### config.mk
export PLATFORM = sky130hd
export DESIGN_NAME = cmc_clock_mode_ctrl
export DESIGN_NICKNAME = d
export VERILOG_FILES = /design/src/inc/cmc_pkg.sv /design/src/core/cmc_clock_mode_ctrl.sv /design/src/core/cmc_rc_tick.sv
export SDC_FILE = /design/constraint.sdc
export NUM_CORES = 1
export LEC_CHECK = 0
export BUFFER_PORTS_ARGS = -buffer_cell sky130_fd_sc_hd__buf_4
export CORE_ASPECT_RATIO = 0.75
export CORE_MARGIN = 2
export CORE_UTILIZATION = 55
export CTS_CLUSTER_SIZE = 30
export DETAILED_ROUTE_END_ITERATION = 6
export PLACE_DENSITY = 0.85
export RECOVER_POWER = 100
export SLEW_MARGIN = 20
export SYNTH_ARGS = -nofsm -noshare
export SYNTH_HDL_FRONTEND = slang
export SYNTH_SLANG_ARGS = --single-unit
### constraint.sdc
create_clock -name sys_clk -period 3.4 [get_ports sys_clk]
set_input_delay 0.34 -clock sys_clk [delete_from_list [all_inputs] [get_ports sys_clk]]
set_output_delay 0.34 -clock sys_clk [all_outputs]
set_load 0.05 [all_outputs]
### src/inc/cmc_pkg.sv
package cmc_pkg;

  // ==========================================================
  // Timing
  // ==========================================================
  localparam int SYS_CLK_KHZ = 40000;
  localparam int SYS_CLK_MHZ = 40;
  localparam int FAST_STABLE_US = 16;
  localparam int FAST_STABLE_CYC = FAST_STABLE_US * SYS_CLK_MHZ;
  localparam int SLOW_OSC_KHZ = 32;
  localparam logic [15:0] SLOW_STEP = 16'(SLOW_OSC_KHZ);
  localparam logic [15:0] SLOW_MOD = 16'(SYS_CLK_KHZ);
  localparam logic [15:0] FAST_MOD = 16'(SYS_CLK_MHZ);
  localparam logic [15:0] FAST_STEP_4 = 16'h0004;
  localparam logic [15:0] FAST_STEP_8 = 16'h0008;
  localparam logic [15:0] FAST_STEP_12 = 16'h000c;

  // ==========================================================
  // Register map
  // ==========================================================
  localparam logic [7:0] SYS_CLOCK_CONTROL_REG_ADDR = 8'h00;
  localparam logic [7:0] FAST_OSC_CONTROL_REG_ADDR = 8'h04;
  localparam logic [7:0] MODE_STATUS_REG_ADDR = 8'h08;
  localparam int CLK_SEL_LSB = 5;
  localparam int FAST_KEEP_BIT = 1;
  localparam int SLOW_KEEP_BIT = 0;
  localparam int FREQ_SEL_LSB = 2;
  localparam int STABLE_BIT = 1;
  localparam int FAST_EN_BIT = 0;
  localparam logic [2:0] CLK_SEL_RST = 3'h0;
  localparam logic [2:0] CLK_SEL_SUB = 3'h7;
  localparam logic [1:0] FREQ_SEL_RST = 2'h0;
  localparam logic FAST_EN_RST = 1'b1;

  // ==========================================================
  // Operating modes
  // ==========================================================
  typedef enum logic [5:0] {
    MODE_FAST  = 6'h01,
    MODE_SLOW  = 6'h02,
    MODE_SLEEP = 6'h04,
    MODE_IDLE_SUB_ONLY_MODE = 6'h08,
    MODE_IDLE_BOTH_CLOCKS_MODE = 6'h10,
    MODE_IDLE_FAST_ONLY_MODE = 6'h20
  } cmc_mode_t;

  // ==========================================================
  // Clock enables to the consumers
  // ==========================================================
  typedef struct packed {
    logic cpuRun;
    logic coreClockTick;
    logic fastClockTick;
    logic subClockTick;
    logic slowOscTick;
    logic fastOscOn;
    logic slowOscOn;
  } cmc_clk_out_t;

endpackage

### src/core/cmc_clock_mode_ctrl.sv
// What this block does
// - Two internal sources: fast RC at 4, 8 or 12 MHz, slow RC 32 kHz.
// - Select codes 000 to 110 divide fast clock by 1..64; 111 picks sub clock.
// - Fast running mode clocks the core from the fast RC, divided 1 to 64.
// - Slow running mode clocks the core from the sub clock of the slow RC.
// - After switching to sub clock, fast RC stops or runs per enable bit only.
// - Six modes: fast and slow running, sleep and three idle with CPU stopped.
// - Halt with both keep bits low enters sleep and stops the CPU.
// - Sleep stops sub clock; slow RC runs only while watchdog is enabled.
// - Oscillators also feed the watchdog and the time base.
// - Both a fast and a slow oscillator always exist; none may be deselected.
// - Keep bits at halt pick sleep, idle_sub_only_mode, idle_both_clocks_mode or idle_fast_only_mode.
// - Frequency field: 00 4 MHz, 01 8 MHz, 10 12 MHz, 11 4 MHz.
// - Setting the fast enable clears the stable flag, set again once stable.
`timescale 1ns/1ps
`default_nettype none

module cmc_clock_mode_ctrl
  import cmc_pkg::*;
(
  input wire logic sys_clk,
  input wire logic reset_n,
  input wire logic wb_cyc_i,
  input wire logic wb_stb_i,
  input wire logic wb_we_i,
  input wire logic [7:0] wb_adr_i,
  input wire logic [3:0] wb_sel_i,
  input wire logic [31:0] wb_dat_i,
  output logic [31:0] wb_dat_o,
  output logic wb_ack_o,
  input wire logic haltInsn,
  input wire logic wakeEvent,
  input wire logic watchdogEnable,
  output cmc_clk_out_t clkOut,
  output cmc_mode_t modeOut
);

  // ==========================================================
  // Decoding functions
  // ==========================================================
  function automatic logic [15:0] fastStep(input logic [1:0] sel);
    case (sel)
      2'h1: fastStep = FAST_STEP_8;
      2'h2: fastStep = FAST_STEP_12;
      default: fastStep = FAST_STEP_4;
    endcase
  endfunction

  function automatic logic [5:0] divMask(input logic [2:0] sel);
    case (sel)
      3'h0: divMask = 6'h00;
      3'h1: divMask = 6'h01;
      3'h2: divMask = 6'h03;
      3'h3: divMask = 6'h07;
      3'h4: divMask = 6'h0f;
      3'h5: divMask = 6'h1f;
      default: divMask = 6'h3f;
    endcase
  endfunction

  function automatic cmc_mode_t haltTarget(input logic fastKeep, input logic slowKeep);
    case ({fastKeep, slowKeep})
      2'b01: haltTarget = MODE_IDLE_SUB_ONLY_MODE;
      2'b11: haltTarget = MODE_IDLE_BOTH_CLOCKS_MODE;
      2'b10: haltTarget = MODE_IDLE_FAST_ONLY_MODE;
      default: haltTarget = MODE_SLEEP;
    endcase
  endfunction

  function automatic cmc_mode_t runMode(input logic [2:0] sel);
    runMode = (sel == CLK_SEL_SUB) ? MODE_SLOW : MODE_FAST;
  endfunction

  // ==========================================================
  // Registers
  // ==========================================================
  logic [2:0] coreClockSelect_r;
  logic fastOscKeepInHalt_r;
  logic slowOscKeepInHalt_r;
  logic [1:0] fastOscFreqSelect_r;
  logic fastOscEnable_r;
  logic fastOscStableFlag_r;
  logic [15:0] stableCnt_r;
  logic [5:0] divCnt_r;
  cmc_mode_t mode_r;
  cmc_mode_t mode_nxt;

  logic wbReq;
  logic wbWrite;
  logic [31:0] rdData;
  logic fastOscEnableRise;

  logic fastOscOn;
  logic slowOscOn;
  logic subOn;
  logic coreOn;
  logic cpuRun;
  logic fastTick;
  logic slowTick;
  logic coreTick;
  logic selDivided;

  assign wbReq = wb_cyc_i && wb_stb_i && !wb_ack_o;
  assign wbWrite = wbReq && wb_we_i && wb_sel_i[0];
  assign selDivided = coreClockSelect_r != CLK_SEL_SUB;

  // ==========================================================
  // Wishbone slave
  // ==========================================================
  always_comb begin
    rdData = 32'h00000000;
    case (wb_adr_i)
      SYS_CLOCK_CONTROL_REG_ADDR: begin
        rdData[CLK_SEL_LSB +: 3] = coreClockSelect_r;
        rdData[FAST_KEEP_BIT] = fastOscKeepInHalt_r;
        rdData[SLOW_KEEP_BIT] = slowOscKeepInHalt_r;
      end
      FAST_OSC_CONTROL_REG_ADDR: begin
        rdData[FREQ_SEL_LSB +: 2] = fastOscFreqSelect_r;
        rdData[STABLE_BIT] = fastOscStableFlag_r;
        rdData[FAST_EN_BIT] = fastOscEnable_r;
      end
      MODE_STATUS_REG_ADDR: begin
        rdData[5:0] = mode_r;
      end
      default: begin
        rdData = 32'h00000000;
      end
    endcase
  end

  always_ff @(posedge sys_clk or negedge reset_n) begin
    if (!reset_n) begin
      wb_ack_o <= 1'b0;
    end else begin
      wb_ack_o <= wbReq;
    end
  end

  always_ff @(posedge sys_clk or negedge reset_n) begin
    if (!reset_n) begin
      wb_dat_o <= 32'h00000000;
    end else if (wbReq && !wb_we_i) begin
      wb_dat_o <= rdData;
    end
  end

  // ==========================================================
  // System clock control register
  // ==========================================================
  always_ff @(posedge sys_clk or negedge reset_n) begin
    if (!reset_n) begin
      coreClockSelect_r <= CLK_SEL_RST;
      fastOscKeepInHalt_r <= 1'b0;
      slowOscKeepInHalt_r <= 1'b0;
    end else if (wbWrite && wb_adr_i == SYS_CLOCK_CONTROL_REG_ADDR) begin
      coreClockSelect_r <= wb_dat_i[CLK_SEL_LSB +: 3];
      fastOscKeepInHalt_r <= wb_dat_i[FAST_KEEP_BIT];
      slowOscKeepInHalt_r <= wb_dat_i[SLOW_KEEP_BIT];
    end
  end

  // ==========================================================
  // Fast oscillator control register
  // ==========================================================
  assign fastOscEnableRise = wbWrite && wb_adr_i == FAST_OSC_CONTROL_REG_ADDR
    && wb_dat_i[FAST_EN_BIT] && !fastOscEnable_r;

  always_ff @(posedge sys_clk or negedge reset_n) begin
    if (!reset_n) begin
      fastOscFreqSelect_r <= FREQ_SEL_RST;
      fastOscEnable_r <= FAST_EN_RST;
    end else if (wbWrite && wb_adr_i == FAST_OSC_CONTROL_REG_ADDR) begin
      fastOscFreqSelect_r <= wb_dat_i[FREQ_SEL_LSB +: 2];
      fastOscEnable_r <= wb_dat_i[FAST_EN_BIT];
    end
  end

  // ==========================================================
  // Stable flag
  // ==========================================================
  always_ff @(posedge sys_clk or negedge reset_n) begin
    if (!reset_n) begin
      stableCnt_r <= 16'h0000;
    end else if (!fastOscOn || fastOscEnableRise) begin
      stableCnt_r <= 16'h0000;
    end else if (stableCnt_r != 16'(FAST_STABLE_CYC)) begin
      stableCnt_r <= stableCnt_r + 16'h0001;
    end
  end

  always_ff @(posedge sys_clk or negedge reset_n) begin
    if (!reset_n) begin
      fastOscStableFlag_r <= 1'b0;
    end else if (!fastOscOn || fastOscEnableRise) begin
      fastOscStableFlag_r <= 1'b0;
    end else if (stableCnt_r == 16'(FAST_STABLE_CYC)) begin
      fastOscStableFlag_r <= 1'b1;
    end
  end

  // ==========================================================
  // Operating mode state machine
  // ==========================================================
  always_comb begin
    mode_nxt = mode_r;
    case (mode_r)
      MODE_FAST, MODE_SLOW: begin
        if (haltInsn) begin
          mode_nxt = haltTarget(fastOscKeepInHalt_r, slowOscKeepInHalt_r);
        end else begin
          mode_nxt = runMode(coreClockSelect_r);
        end
      end
      MODE_SLEEP, MODE_IDLE_SUB_ONLY_MODE, MODE_IDLE_BOTH_CLOCKS_MODE, MODE_IDLE_FAST_ONLY_MODE: begin
        if (wakeEvent) begin
          mode_nxt = runMode(coreClockSelect_r);
        end
      end
      default: begin
        mode_nxt = MODE_FAST;
      end
    endcase
  end

  always_ff @(posedge sys_clk or negedge reset_n) begin
    if (!reset_n) begin
      mode_r <= MODE_FAST;
    end else begin
      mode_r <= mode_nxt;
    end
  end

  // ==========================================================
  // Oscillator and clock gating per mode
  // ==========================================================
  always_comb begin
    fastOscOn = 1'b0;
    slowOscOn = 1'b1;
    subOn = 1'b1;
    coreOn = 1'b0;
    cpuRun = 1'b0;
    case (mode_r)
      MODE_FAST: begin
        fastOscOn = 1'b1;
        coreOn = 1'b1;
        cpuRun = 1'b1;
      end
      MODE_SLOW: begin
        fastOscOn = fastOscEnable_r;
        coreOn = 1'b1;
        cpuRun = 1'b1;
      end
      MODE_IDLE_SUB_ONLY_MODE: begin
        coreOn = !selDivided;
      end
      MODE_IDLE_BOTH_CLOCKS_MODE: begin
        fastOscOn = 1'b1;
        coreOn = 1'b1;
      end
      MODE_IDLE_FAST_ONLY_MODE: begin
        fastOscOn = 1'b1;
        subOn = 1'b0;
        coreOn = selDivided;
      end
      MODE_SLEEP: begin
        subOn = 1'b0;
        slowOscOn = watchdogEnable;
      end
      default: begin
        fastOscOn = 1'b1;
        coreOn = 1'b1;
        cpuRun = 1'b1;
      end
    endcase
  end

  // ==========================================================
  // Oscillators
  // ==========================================================
  cmc_rc_tick u_fast_rc_oscillator (
    .sys_clk(sys_clk),
    .reset_n(reset_n),
    .oscOn(fastOscOn),
    .step(fastStep(fastOscFreqSelect_r)),
    .modulus(FAST_MOD),
    .tick(fastTick)
  );

  cmc_rc_tick u_slow_rc_oscillator (
    .sys_clk(sys_clk),
    .reset_n(reset_n),
    .oscOn(slowOscOn),
    .step(SLOW_STEP),
    .modulus(SLOW_MOD),
    .tick(slowTick)
  );

  // ==========================================================
  // Core clock divider
  // ==========================================================
  always_ff @(posedge sys_clk or negedge reset_n) begin
    if (!reset_n) begin
      divCnt_r <= 6'h00;
    end else if (!fastOscOn) begin
      divCnt_r <= 6'h00;
    end else if (fastTick) begin
      divCnt_r <= divCnt_r + 6'h01;
    end
  end

  always_comb begin
    if (selDivided) begin
      coreTick = fastTick && ((divCnt_r & divMask(coreClockSelect_r))
        == divMask(coreClockSelect_r));
    end else begin
      coreTick = slowTick && subOn;
    end
  end

  // ==========================================================
  // Registered outputs
  // ==========================================================
  always_ff @(posedge sys_clk or negedge reset_n) begin
    if (!reset_n) begin
      clkOut <= '0;
    end else begin
      clkOut.cpuRun <= cpuRun;
      clkOut.coreClockTick <= coreTick && coreOn;
      clkOut.fastClockTick <= fastTick;
      clkOut.subClockTick <= slowTick && subOn;
      clkOut.slowOscTick <= slowTick;
      clkOut.fastOscOn <= fastOscOn;
      clkOut.slowOscOn <= slowOscOn;
    end
  end

  always_ff @(posedge sys_clk or negedge reset_n) begin
    if (!reset_n) begin
      modeOut <= MODE_FAST;
    end else begin
      modeOut <= mode_r;
    end
  end

endmodule

`default_nettype wire

### src/core/cmc_rc_tick.sv
`timescale 1ns/1ps
`default_nettype none

module cmc_rc_tick
  import cmc_pkg::*;
(
  input wire logic sys_clk,
  input wire logic reset_n,
  input wire logic oscOn,
  input wire logic [15:0] step,
  input wire logic [15:0] modulus,
  output logic tick
);

  // ==========================================================
  // Phase accumulator at the nominal rate
  // ==========================================================
  logic [16:0] accSum;
  logic [15:0] acc_r;

  assign accSum = {1'b0, acc_r} + {1'b0, step};

  always_ff @(posedge sys_clk or negedge reset_n) begin
    if (!reset_n) begin
      acc_r <= 16'h0000;
    end else if (!oscOn) begin
      acc_r <= 16'h0000;
    end else if (accSum >= {1'b0, modulus}) begin
      acc_r <= 16'(accSum - {1'b0, modulus});
    end else begin
      acc_r <= accSum[15:0];
    end
  end

  always_ff @(posedge sys_clk or negedge reset_n) begin
    if (!reset_n) begin
      tick <= 1'b0;
    end else begin
      tick <= oscOn && (accSum >= {1'b0, modulus});
    end
  end

endmodule

`default_nettype wire

# [Yosys cells after proc, flatten, opt, wreduce, memory -nomap -nowiden]
# Index checks and enable logic that the tools add are counted.
[op_classes] bitwise=1 n_addsub=6 n_reduce_logical=28 mux=29 magnitude_cmp=2 eq_ne=25
[op_table] cell="16-bit 2-to-1 mux" n=6
[op_table] cell="6-bit one-hot mux with 6 select lines" n=1
[op_table] cell="6-bit 2-to-1 mux" n=5
[op_table] cell="6-bit one-hot mux with 3 select lines" n=1
[op_table] cell="16-bit by 4-bit adder with 17-bit output" n=1
[op_table] cell="16-bit by 6-bit adder with 17-bit output (second input constant)" n=1
[op_table] cell="17-bit by 16-bit greater-or-equal comparator with 1-bit output (second input constant)" n=1
[op_table] cell="17-bit by 6-bit greater-or-equal comparator with 1-bit output (second input constant)" n=1
[op_table] cell="16-bit by 1-bit adder with 16-bit output (second input constant)" n=1
[op_table] cell="16-bit by 10-bit == test with 1-bit output (second input constant)" n=1
[op_table] cell="16-bit by 10-bit != test with 1-bit output (second input constant)" n=1
[op_table] cell="16-bit subtractor (second input constant)" n=1
[op_table] cell="16-bit by 6-bit subtractor with 16-bit output (second input constant)" n=1
[op_table] cell="1-bit logical AND" n=14
[op_table] cell="6-bit one-hot mux with 2 select lines" n=1
[op_table] cell="3-bit == test (second input constant)" n=3
[op_table] cell="8-bit by 3-bit == test with 1-bit output (second input constant)" n=1
[op_table] cell="8-bit by 4-bit == test with 1-bit output (second input constant)" n=1
[op_table] cell="8-bit logical NOT" n=1
[op_table] cell="4-bit one-hot mux with 2 select lines" n=1
[op_table] cell="1-bit 2-to-1 mux" n=7
[op_table] cell="6-bit by 1-bit adder with 6-bit output (second input constant)" n=1
[op_table] cell="6-bit bitwise AND" n=1
[op_table] cell="2-bit == test (second input constant)" n=3
[op_table] cell="other kinds (23)" n=35
[totals] output_inout_bits=46 ff_bits=93 in_bits=52 word_cells=114

# [Depth between registers and ports, before layout]
# Gate-level depths: netlist of run 1.
[depth] ltp_word=9 ltp_mapped=15 depth_no_buf=13

# [Hierarchy]
# Synthesis of run 1 repeated with hierarchy kept, for this count alone.
[hier_totals] cells_unflattened=849 area_unflattened_um2=7617.3
[by_module_without_submodules] module="cmc_rc_tick" area_each_um2=2321.0 seq_area_each_um2=425.4 n_inst=2 cells_each=281
[by_module_without_submodules] module="cmc_clock_mode_ctrl" area_each_um2=2975.4 seq_area_each_um2=1480.2 n_inst=1 cells_each=287

# [Worst setup path before layout of run 1]
# No wires, ideal clock.
[synth_path] path_type="register to register" startpoint="reg fastOscFreqSelect_r[0]" endpoint="reg u_fast_rc_oscillator.acc_r[15]" arrival_time_ns=2.902 setup_time_ns=0.111 n_path_buf=0 stages_incl_launch_ff=13 setup_slack_ns=0.387 required_time_ns=3.289 synth_period_minus_slack_ns=3.013 path_cell_list="dfrtp_1 -> ha_1 -> inv_1 -> ha_1 -> inv_1 -> fa_1 -> and3b_1 -> nand3_1 -> a211oi_1 -> o211ai_2 -> or2_1 -> xnor2_1 -> a2111oi_2"
[synth_via] elab_chain_len=6 elab_cells_between_ends=8 classes_between="add/sub (2); order compare (1); eq/ne (2); mux (3)"
[synth_rtl] element="start: declaration" line_no="cmc_clock_mode_ctrl.sv:80" source="logic [1:0] fastOscFreqSelect_r;"
[synth_rtl] element="start signal: assignment" line_no="cmc_clock_mode_ctrl.sv:174" source="fastOscFreqSelect_r <= wb_dat_i[FREQ_SEL_LSB +: 2];"
[synth_rtl] element="2-bit == test or 2-bit by 1-bit == test with 1-bit output (tied branches)" line_no="cmc_clock_mode_ctrl.sv:42" source="case (sel)"
[synth_rtl] element="4-bit one-hot mux with 2 select lines (*)" line_no="cmc_clock_mode_ctrl.sv:42"
[synth_rtl] element="16-bit by 4-bit adder with 17-bit output (*)" line_no="cmc_rc_tick.sv:21" source="assign accSum = {1'b0, acc_r} + {1'b0, step};"
[synth_rtl] element="16-bit by 6-bit subtractor with 16-bit output or 17-bit by 6-bit greater-or-equal comparator with 1-bit output (tied branches)" line_no="cmc_rc_tick.sv:29, cmc_rc_tick.sv:28"
[synth_rtl] element="16-bit 2-to-1 mux (*)" line_no="cmc_rc_tick.sv:28" source="end else if (accSum >= {1'b0, modulus}) begin"
[synth_rtl] element="16-bit 2-to-1 mux (*)" line_no="cmc_rc_tick.sv:26" source="end else if (!oscOn) begin"
[synth_rtl] element="end signal: assignment" line_no="cmc_rc_tick.sv:29" source="acc_r <= 16'(accSum - {1'b0, modulus});"
[synth_rtl] element="end signal: assignment" line_no="cmc_rc_tick.sv:31" source="acc_r <= accSum[15:0];"
[synth_rtl] element="end: declaration" line_no="cmc_rc_tick.sv:19" source="logic [15:0] acc_r;"
# Mark *: on every way between the ends. The rest lies on a longest branch, timed or not.
# A chain may end at the register's enable or synchronous reset.

# [Worst setup path after layout of run 1]
[layout_path] startpoint="reg fastOscFreqSelect_r[0]" endpoint="reg u_fast_rc_oscillator.acc_r[4]"
# Same word-level chain as after synthesis.

==> out/results.ini, run 1 <==
[cts]
h-tree-depth=3
cts_sinks=86
cts_tree=yes
clk-insertion-delay-late_ns=0.34
ctsHoldBuffers=0
clock_path_buffers=2
clk_pin_slew_ns=0.06
cts-root-buf=clkbuf_16
cts_buffers=9

[drt]
drtIter0Drc=290
drtAntennaViolNets=0
post_drt_wl_per_cell_microns=16.0
viasPerCell=5.85
vias=4124
drt_first_pass_iters=6
wl_microns=11300
drc=0

[power_and_ir_drop]
power_leakage_nw=2.52
powerDensity_nw_per_um2=756
finalPower_w=0.00428
ir_worst_vdd_v=0.000385

[grt]
grt_max_degree=87
grt-ovfl-total=0
grt.total_usage_pct=24.2
grt_pass1_wl_microns=19200
antenna_found_initial=0
grt_pass1_vias=4045

[die]
io_pins=98
rows=30
dieArea_sq_um=10100
die_x_microns=115
floorplan.initialDensity_pct=56.6
coreArea_sq_um=9010
die_h_microns=87.4

[finish]
drive_gt1_share_pct=12.5
antenna_cells=0
synthToLayoutAreaGrowth_pct=11.2
nets=652

[sta]
finalCritPeriodShare_pct=93.3
fin_crit_ns=3.17
drv_slew=87
hold_viol_final=0
relSlewSlack_pct=-42.3
setup_slack_ns=0.229
worst_slew_pin_slew_ns=2.13
setup_viol=0
skew_ns=0.00568
holdWs_ns=0.229
clock.fmax_mhz=315

[critical_path]
cp.arrival_ns=3.43
crit_type=reg2reg
crit_required_ns=3.66
cp_max_fo=13
crit_path_start_kind=flip-flop
endpoint_kind=flip-flop

[yosys]
synthFlopType=dfrtp_1
netlist_area_sq_um=5100
yosys_warnings=0
seq_area_frac_synth_pct=42.3
synth_edf_count=0
synth_seq_cells=86
async_reset_ff_share_pct=100
synthesis.instances=545
avgSynthCellArea_sq_um=9.35
synth_cell_types=79

[placed_design]
globalplace.congestion=0.925
hpwlAfterDp_microns=7960
dp_slack_ns=0.0567
io_buffers=45

[run_status]
outcome=complete, but fails checks
violations=max-capacitance violations, max-slew violations

[flow_run]
cap_violations=1

[min_path]
hold_class=in2reg

[per-stage QoR]
stage	setup TNS [ns]	utilization [%]	area, sq um	std cells
2_1_floorplan	0	-	5180	568
3_3_place_gp	0	60.6	5460	690
3_5_place_dp	0	60.6	5460	690
4_1_cts	0	63.8	5750	705
5_1_grt	-0.0504	62.9	5670	705
6_report	0	62.9	5670	705
[repair_timing]
| item | 4_1_cts | 5_1_grt |
|---|---|---|
| setup endpoints to repair | 0 | 13 |
| gates resized for setup | 0 | 4 |
| setup buffers | 0 | 0 |
[Yosys cell counts, types with 3 or more instances]
| cell | n | area [sq um] |
|---|---|---|
| nor2_1 | 65 | 244 |
| a311oi_1 | 3 | 26.3 |
| and3_1 | 10 | 62.6 |
| buf_2 | 6 | 30.0 |
| inv_1 | 22 | 82.6 |
| a31oi_1 | 3 | 18.8 |
| dfstp_2 | 3 | 78.8 |
| a22o_1 | 5 | 43.8 |
| clkbuf_1 | 10 | 37.5 |
| nand3b_1 | 4 | 30.0 |
| xnor2_1 | 26 | 228 |
| mux2_2 | 9 | 101 |
| mux2i_1 | 6 | 60.1 |
| a211oi_1 | 3 | 22.5 |
| o21ai_0 | 12 | 60.1 |
| nor3_1 | 15 | 75.1 |
| or3_1 | 4 | 25.0 |
| buf_4 | 28 | 210 |
| ha_1 | 10 | 125 |
| nor4_1 | 4 | 25.0 |
| nor2b_1 | 7 | 43.8 |
| nand3_1 | 16 | 80.1 |
| nand2b_1 | 4 | 25.0 |
| nor3b_1 | 3 | 22.5 |
| dfrtp_1 | 83 | 2080 |
| o21a_1 | 3 | 22.5 |
| a211o_1 | 3 | 26.3 |
| nand4_1 | 12 | 75.1 |
| xor2_1 | 23 | 201 |
| o21ai_1 | 5 | 25.0 |
| o31ai_1 | 4 | 30.0 |
| and2_1 | 4 | 25.0 |
| a21oi_1 | 21 | 105 |
| nand2_1 | 46 | 173 |
[flip-flops by register name (all words and copies together) (netlist names)]
signal,flops
stableCnt_r,16
u_fast_rc_oscillator.acc_r,14
u_slow_rc_oscillator.acc_r,11
wb_dat_o,8
clkOut,7
divCnt_r,6
modeOut,6
mode_r,6
coreClockSelect_r,3
fastOscFreqSelect_r,2
fastOscEnable_r,1
fastOscKeepInHalt_r,1
fastOscStableFlag_r,1
slowOscKeepInHalt_r,1
u_fast_rc_oscillator.tick,1
u_slow_rc_oscillator.tick,1
wb_ack_o,1
[area by class of cell]
class | instances | area, sq um
inverter | 24 | 90.1
timing repair buffer | 55 | 318
clock buffer | 12 | 246
multi-input combinational | 413 | 2670
tap | 112 | 140
sequential | 86 | 2160
fill | 721 | 3340
clock inverter | 3 | 45.0
[power breakdown]
| group | switching, W | total (W) | internal [W] |
|---|---|---|---|
| registers | 0.000352 | 0.00160 | 0.00125 |
| logic | 0.00101 | 0.00171 | 0.000701 |
| clock network | 0.000387 | 0.000972 | 0.000585 |
| total | 0.00175 | 0.00428 | 0.00254 |
[cells by family (layout without fill, tap and decap cells)]
group / after synthesis / count (layout) / share of synthesized area, %
buffers and inverters: 69 / 94 / 7.29
XOR/XNOR: 49 / 49 / 8.42
flip-flops: 86 / 86 / 42.3
other: 1 / 24 / 0.0736
AND/OR/NAND/NOR: 214 / 214 / 21.5
AO/OA/AOI/OAI: 98 / 98 / 14.0
adder cells (fa/ha/maj): 11 / 11 / 2.85
multiplexers: 17 / 17 / 3.61
[metal layers]
| layer | GRT usage (%) | share of wire [%] | wire length [microns] | vias up |
|---|---|---|---|---|
| li1 | - | - | - | 1958 |
| met1 | 31.8 | 44 | 4940 | 2022 |
| met2 | 40.1 | 49 | 5570 | 126 |
| met3 | 5.08 | 5.1 | 571 | 18 |
| met4 | 8.54 | 1.8 | 203 | 0 |
| met5 | 0 | 0 | 0 | - |
[final timing paths]
path,start,slack (ns),depth (start not counted),endpoint
min reg2reg,u_slow_rc_oscillator.tick$_DFF_PN0_,0.41,0,clkOut[2]$_DFF_PN0_
max in group asynchronous,reset_n,1.51,1,stableCnt_r[13]$_DFFE_PN0P_
min,wb_dat_i[5],0.23,2,coreClockSelect_r[0]$_DFFE_PN0P_
min in group asynchronous,reset_n,0.57,1,divCnt_r[3]$_DFFE_PN0P_
max,fastOscFreqSelect_r[0]$_DFFE_PN0P_,0.23,13,u_fast_rc_oscillator.acc_r[4]$_DFF_PN0_
max reg2reg,fastOscFreqSelect_r[0]$_DFFE_PN0P_,0.23,13,u_fast_rc_oscillator.acc_r[4]$_DFF_PN0_
[layout by cell type, fill, tap and decap left out, types with 3 or more instances in the layout]
master	n
a21oi_1	21
ha_1	9
conb_1	24
o21a_1	3
mux2i_1	6
nor3_1	14
o21ai_0	14
a22o_1	5
dfrtp_1	83
nor3b_1	3
o31ai_1	4
nor2_1	65
nand4_1	12
clkbuf_1	26
nand3b_1	4
or3_1	4
a311oi_1	3
nand2b_1	4
and2_1	3
clkbuf_16	9
nor4_1	4
nor2b_1	7
xor2_1	23
and3_1	10
buf_4	28
nand3_1	16
nand2_1	46
a31oi_1	3
xnor2_1	26
mux2_2	9
inv_1	22
a211o_1	3
o21ai_1	3
[critical path, cell delays in order, from the launching register on]
cell and delay, ns:
dfrtp_1 0.40, ha_1 0.20, inv_1 0.06, ha_2 0.20, inv_1 0.06, fa_2 0.46, nand3b_1 0.21, a2111oi_1 0.35
or2_1 0.19, o211ai_2 0.11, nor3_2 0.22, buf_4 0.21, mux2_1 0.34, nor2_1 0.08
(Power assumes the default switching activity.)
==> run 2: changes to the inputs <==
Settings changed: BUFFER_PORTS_ARGS -buffer_cell sky130_fd_sc_hd__buf_4 to default, DONT_BUFFER_PORTS from default to 1, PLACE_DENSITY 0.85 to 0.76.
==> run 2 against run 1 <==
Compared with the run above: the flow still finishes with violations (max-capacitance violations, max-slew violations); power grew 2.8%; clock skew is essentially flat; fmax shrank 1.4%; combinational power shrank 6%; utilization shrank 2.1 points; count of clock-buffer cells in the layout shrank 2; wire length shrank 1.2%; critical path depth shrank 2; die area is the same; sequential share of layout area grew 1.3 points; non-clock buffer count shrank 43.
==> out/results.ini, run 2 (synthesized netlist as in run 1, its figures left out) <==
[cts]
cts_buffers=9
h-tree-depth=3
clk_pin_slew_ns=0.06
clock_path_buffers=2
cts_tree=yes
clk-insertion-delay-late_ns=0.34
cts_setup_buffers=0
cts_sinks=86
cts-root-buf=clkbuf_16

[grt]
grt_max_degree=87
grt-ovfl-total=0
busiest_layer=met2
grt.total_usage_pct=23.9
grt_pass1_vias=3867
grt_util_met3_pct=5.71
grt_pass1_wl_microns=18900
antenna_found_initial=0
use_met2_pct=38.5
use_met1_pct=32.3

[power_and_ir_drop]
finalPower_w=0.00440
share_seq_of_total_power_pct=37.6
power_switching_w=0.00175
p_int_w=0.00265
power_frac_comb_pct=36.4
ir_worst_vdd_v=0.000471
pwr-share-clk_pct=26.0
power_leakage_nw=2.41
netSwitchingFraction_pct=39.9
powerDensity_nw_per_um2=803

[critical_path]
crit_path_start_kind=flip-flop
r2r-end=u_fast_rc_oscillator.acc_r[13]$_DFF_PN0_
r2r_start=fastOscFreqSelect_r[0]$_DFFE_PN0P_
reg2reg_slack_ns=0.18
crit_required_ns=3.65
rr_worst_depth=11
endpoint_kind=flip-flop
cp_max_fo=8
cp.arrival_ns=3.47
crit_type=reg2reg

[sta]
drv_slew=105
fin_crit_ns=3.22
hold_viol_final=0
clock.fmax_mhz=311
rsz0062_at_grt=no
skew_ns=0.00576
setup_slack_ns=0.185
setup_viol=0
relSlewSlack_pct=-40.1
fin_tns_setup_ns=0
worst_slew_pin_slew_ns=2.10
finalCritPeriodShare_pct=94.6

[placed_design]
globalplace.congestion=0.896
io_buffers=0
dp_slack_ns=0.0743
hpwlAfterDp_microns=7750

[drt]
drt_first_pass_iters=5
drtAntennaViolNets=0
post_drt_wl_per_cell_microns=16.8
drc=0
wl_microns=11100
vias=3966
drtIter0Drc=254
viasPerCell=5.98

[flow_run]
cap_violations=2

[die]
floorplan.initialDensity_pct=56.6
io_pins=98
die_x_microns=115
coreArea_sq_um=9010
dieArea_sq_um=10100
die_h_microns=87.4
rows=30

[finish]
antenna_cells=0
largest_register_ffs=16
final_common_cell=dfrtp_1
layout_common_cells=dfrtp_1 (83), nor2_1 (65), nand2_1 (46)
largest_registers=stableCnt_r: 16 flops, u_fast_rc_oscillator.acc_r: 14 flops, u_slow_rc_oscillator.acc_r: 11 flops
synthToLayoutAreaGrowth_pct=7.51
nets=609
fillers=730
top_register=stableCnt_r
drive_gt1_share_pct=9.26

[min_path]
hold_depth=1
hold_end=wb_dat_o[5]$_DFFE_PN0P_
hold_class=in2reg
min_from=wb_adr_i[2]

[run_status]
outcome=complete, but fails checks
violations=max-capacitance violations, max-slew violations

-- run 2: area by class of cell --
type | instances | area, sq um | share of cell area, %
clock buffer | 10 | 229 | 4.18
sequential | 86 | 2160 | 39.3
multi-input combinational | 413 | 2670 | 48.8
inverter | 24 | 90.1 | 1.64
timing repair buffer | 12 | 75.1 | 1.37
tap | 112 | 140 | 2.56
clock inverter | 6 | 116 | 2.12
-- run 2: layer usage --
metal  up-vias  share of wire [%]
li1       1875                  -
met2       132                 47
met4         0                1.1
met3        13                5.9
met1      1946                 46
met5         -                  0
-- run 2: how the worst max path moves through the flow --
stage	from	cells after the start	endpoint	slack, ns
finish	fastOscFreqSelect_r[0]$_DFFE_PN0P_	11	u_fast_rc_oscillator.acc_r[13]$_DFF_PN0_	0.18
global route	fastOscFreqSelect_r[1]$_DFFE_PN0P_	12	u_fast_rc_oscillator.acc_r[13]$_DFF_PN0_	0.001
CTS	fastOscFreqSelect_r[0]$_DFFE_PN0P_	13	u_fast_rc_oscillator.acc_r[6]$_DFF_PN0_	0.05
detailed placement	fastOscFreqSelect_r[0]$_DFFE_PN0P_	13	u_fast_rc_oscillator.acc_r[6]$_DFF_PN0_	0.07
global placement	fastOscFreqSelect_r[0]$_DFFE_PN0P_	13	u_fast_rc_oscillator.acc_r[6]$_DFF_PN0_	0.19
floorplan	fastOscFreqSelect_r[0]$_DFFE_PN0P_	12	u_fast_rc_oscillator.acc_r[15]$_DFF_PN0_	0.39
-- run 2: critical path: stages (launching register included) --
cell	delay [ns]
dfrtp_1	0.40
ha_1	0.34
inv_1	0.06
ha_1	0.30
a21oi_2	0.14
or4_4	0.58
mux2i_2	0.19
o221ai_2	0.24
nor3_2	0.12
buf_4	0.16
or4_1	0.46
a21oi_1	0.13
-- run 2: stage by stage --
step                area (sq um)  hold slack, ns  std cells  util [%]
global route                5480          0.0905        663      60.8
detailed placement          5120          0.0462        645      56.8
finish                      5480          0.0951        663      60.8
floorplan                   5180          0.0444        568         -
CTS                         5500          0.0906        663      61.1
global placement            5120          0.0461        645      56.8
-- run 2: power by group through the flow --
stage	registers (W)	clock network (W)	logic (W)
5_1_grt	0.00170	0.00120	0.00181
6_report	0.00166	0.00114	0.00160
3_5_place_dp	0.00166	0	0.00155
2_1_floorplan	0.00150	0	0.00140
3_3_place_gp	0.00165	0	0.00147
4_1_cts	0.00165	0.00116	0.00159
-- run 2: what timing repair did --
action / CTS / global route
gates resized for setup: 0 / 6
setup endpoints to repair: 0 / 14
endpoints found under the hold margin: 86 / 0
hold buffers: 2 / 0
==> run 3: changes to the inputs <==
Settings changed: PLACE_DENSITY 0.76 to default, PLACE_DENSITY_LB_ADDON from default to 0.15, REMOVE_ABC_BUFFERS from default to 1.
==> run 3 against run 2 <==
Compared with the run above: clock skew up 0.0014 ns; register-to-register slack better by 0.04 ns; final area down 0.48%; count of clock-buffer cells in the layout unchanged; largest power group unchanged; power down 2.4%; clock power down 7%; combinational power about the same; highest routed layer unchanged; via count down 2.1%; utilization down 0.29 points; the run still ends with max-capacitance violations, max-slew violations left; sequential cell count unchanged.
==> out/results.ini, run 3 (synthesized netlist as in run 1, its figures left out) <==
[drt]
drc=0
viasPerCell=5.86
drtAntennaViolNets=0
vias=3883
drt_first_pass_iters=5
wl_microns=10800
post_drt_wl_per_cell_microns=16.3
drtIter0Drc=179

[cts]
clock_path_buffers=2
cts-root-buf=clkbuf_16
h-tree-depth=3
clk_pin_slew_ns=0.06
cts_buffers=9
cts_tree=yes
cts_sinks=86
clk-insertion-delay-late_ns=0.34

[critical_path]
r2r_start=fastOscFreqSelect_r[0]$_DFFE_PN0P_
reg2reg_slack_ns=0.22
endpoint_kind=flip-flop
crit_type=reg2reg
cp.arrival_ns=3.44
crit_required_ns=3.67
rr_worst_depth=12
cp_max_fo=8
r2r-end=u_fast_rc_oscillator.acc_r[9]$_DFF_PN0_
startpoint=fastOscFreqSelect_r[0]$_DFFE_PN0P_
crit_path_start_kind=flip-flop
cp-endpoint=u_fast_rc_oscillator.acc_r[9]$_DFF_PN0_

[die]
rows=30
floorplan.initialDensity_pct=56.6
dieArea_sq_um=10100
io_pins=98
die_h_microns=87.4
die_x_microns=115
coreArea_sq_um=9010

[sta]
hold_viol_final=0
setup_viol=0
worst_slew_pin_slew_ns=2.09
drv_slew=87
clock.fmax_mhz=315
rsz0062_at_grt=no
skew_ns=0.00719
fin_tns_setup_ns=0
fin_crit_ns=3.18
finalCritPeriodShare_pct=93.5
relSlewSlack_pct=-39.4

[finish]
top_register=stableCnt_r
drive_gt1_share_pct=9.44
synthToLayoutAreaGrowth_pct=7.00
largest_registers=stableCnt_r: 16 flops, u_fast_rc_oscillator.acc_r: 14 flops, u_slow_rc_oscillator.acc_r: 11 flops
final_common_cell=dfrtp_1
largest_register_ffs=16
instances_no_fill=663
fin_util_pct=60.5
layout_common_cells=dfrtp_1 (83), nor2_1 (65), nand2_1 (46)
antenna_cells=0
nets=609

[grt]
grt.total_usage_pct=22.4
grt_max_degree=87
grt-ovfl-total=0
grt_pass1_wl_microns=17600
antenna_found_initial=0
grt_pass1_vias=3556

[power_and_ir_drop]
powerDensity_nw_per_um2=788
power_leakage_nw=2.41
ir_worst_vdd_v=0.000544

[flow_run]
cap_violations=1

[placed_design]
dp_cells=645
hpwlAfterDp_microns=7680
globalplace.congestion=0.902
io_buffers=0

[run_status]
violations=max-capacitance violations, max-slew violations
outcome=complete, but fails checks

[min_path]
hold_class=in2reg

## run 3: cell types whose count changed in the layout (fill, tap and decap cells not counted), sizes merged
cell / before / now
inv: 26 / 24
clkinvlp: 0 / 2
buf: 6 / 7
bufinv: 3 / 2
clkbuf: 15 / 14
clkinv: 1 / 2
## run 3: cell type report
| class | count | area (sq um) |
|---|---|---|
| Inverter | 24 | 90.1 |
| Clock buffer | 10 | 239 |
| Timing Repair Buffer | 12 | 80.1 |
| Clock inverter | 6 | 85.1 |
| Tap cell | 112 | 140 |
| Fill cell | 775 | 3560 |
| Sequential cell | 86 | 2160 |
| Multi-Input combinational cell | 413 | 2660 |
## run 3: critical path, stage by stage, from the launching register on
cell       delay, ns
dfrtp_1         0.40
ha_1            0.20
inv_1           0.05
ha_1            0.21
inv_1           0.07
fa_2            0.43
clkbuf_1        0.19
o31ai_1         0.47
o2bb2ai_1       0.23
nor3_2          0.09
buf_4           0.17
or4b_1          0.46
a21oi_1         0.13
## run 3: repair_timing
action,in CTS,in global routing
setup endpoints to repair,0,8
hold endpoints to repair,86,0
gates resized for setup,0,2
hold buffers,2,0
buffers inserted,0,0
## run 3: worst min path at each step
stage,end,startpoint,depth (start not counted)
after global placement,u_fast_rc_oscillator.acc_r[14]$_DFF_PN0_,reset_n,0
final,wb_dat_o[5]$_DFFE_PN0P_,wb_adr_i[2],1
after global routing,wb_dat_o[5]$_DFFE_PN0P_,wb_adr_i[2],1
after detailed placement,u_fast_rc_oscillator.acc_r[14]$_DFF_PN0_,reset_n,0
after CTS,wb_dat_o[5]$_DFFE_PN0P_,wb_adr_i[2],1
after floorplan,clkOut[0]$_DFF_PN0_,reset_n,0
## run 3: power by group
group | internal (W) | switching, W | leakage [nW] | total, W
Clock | 0.000660 | 0.000395 | 0.154 | 0.00106
Combinational | 0.000669 | 0.000920 | 1.15 | 0.00159
Sequential | 0.00125 | 0.000401 | 1.11 | 0.00165
## run 3: routing by layer
metal	part of all wire, %	GRT usage (%)	vias up
met5	0	0	-
li1	-	-	1882
met4	1.1	4.49	0
met1	50	33.7	1863
met3	6.7	7.24	13
met2	42	31.7	125
## run 3: stage by stage
stage	setup slack, ns	power, W	cell area [sq um]	hold WS [ns]
2_1_floorplan	0.0944	0.00282	4900	0.0444
3_3_place_gp	0.172	0.00314	5120	0.0484
3_5_place_dp	0.123	0.00320	5120	0.0489
4_1_cts	0.0877	0.00430	5490	0.0898
5_1_grt	0.0157	0.00459	5450	0.0907
6_report	0.222	0.00430	5450	0.0952
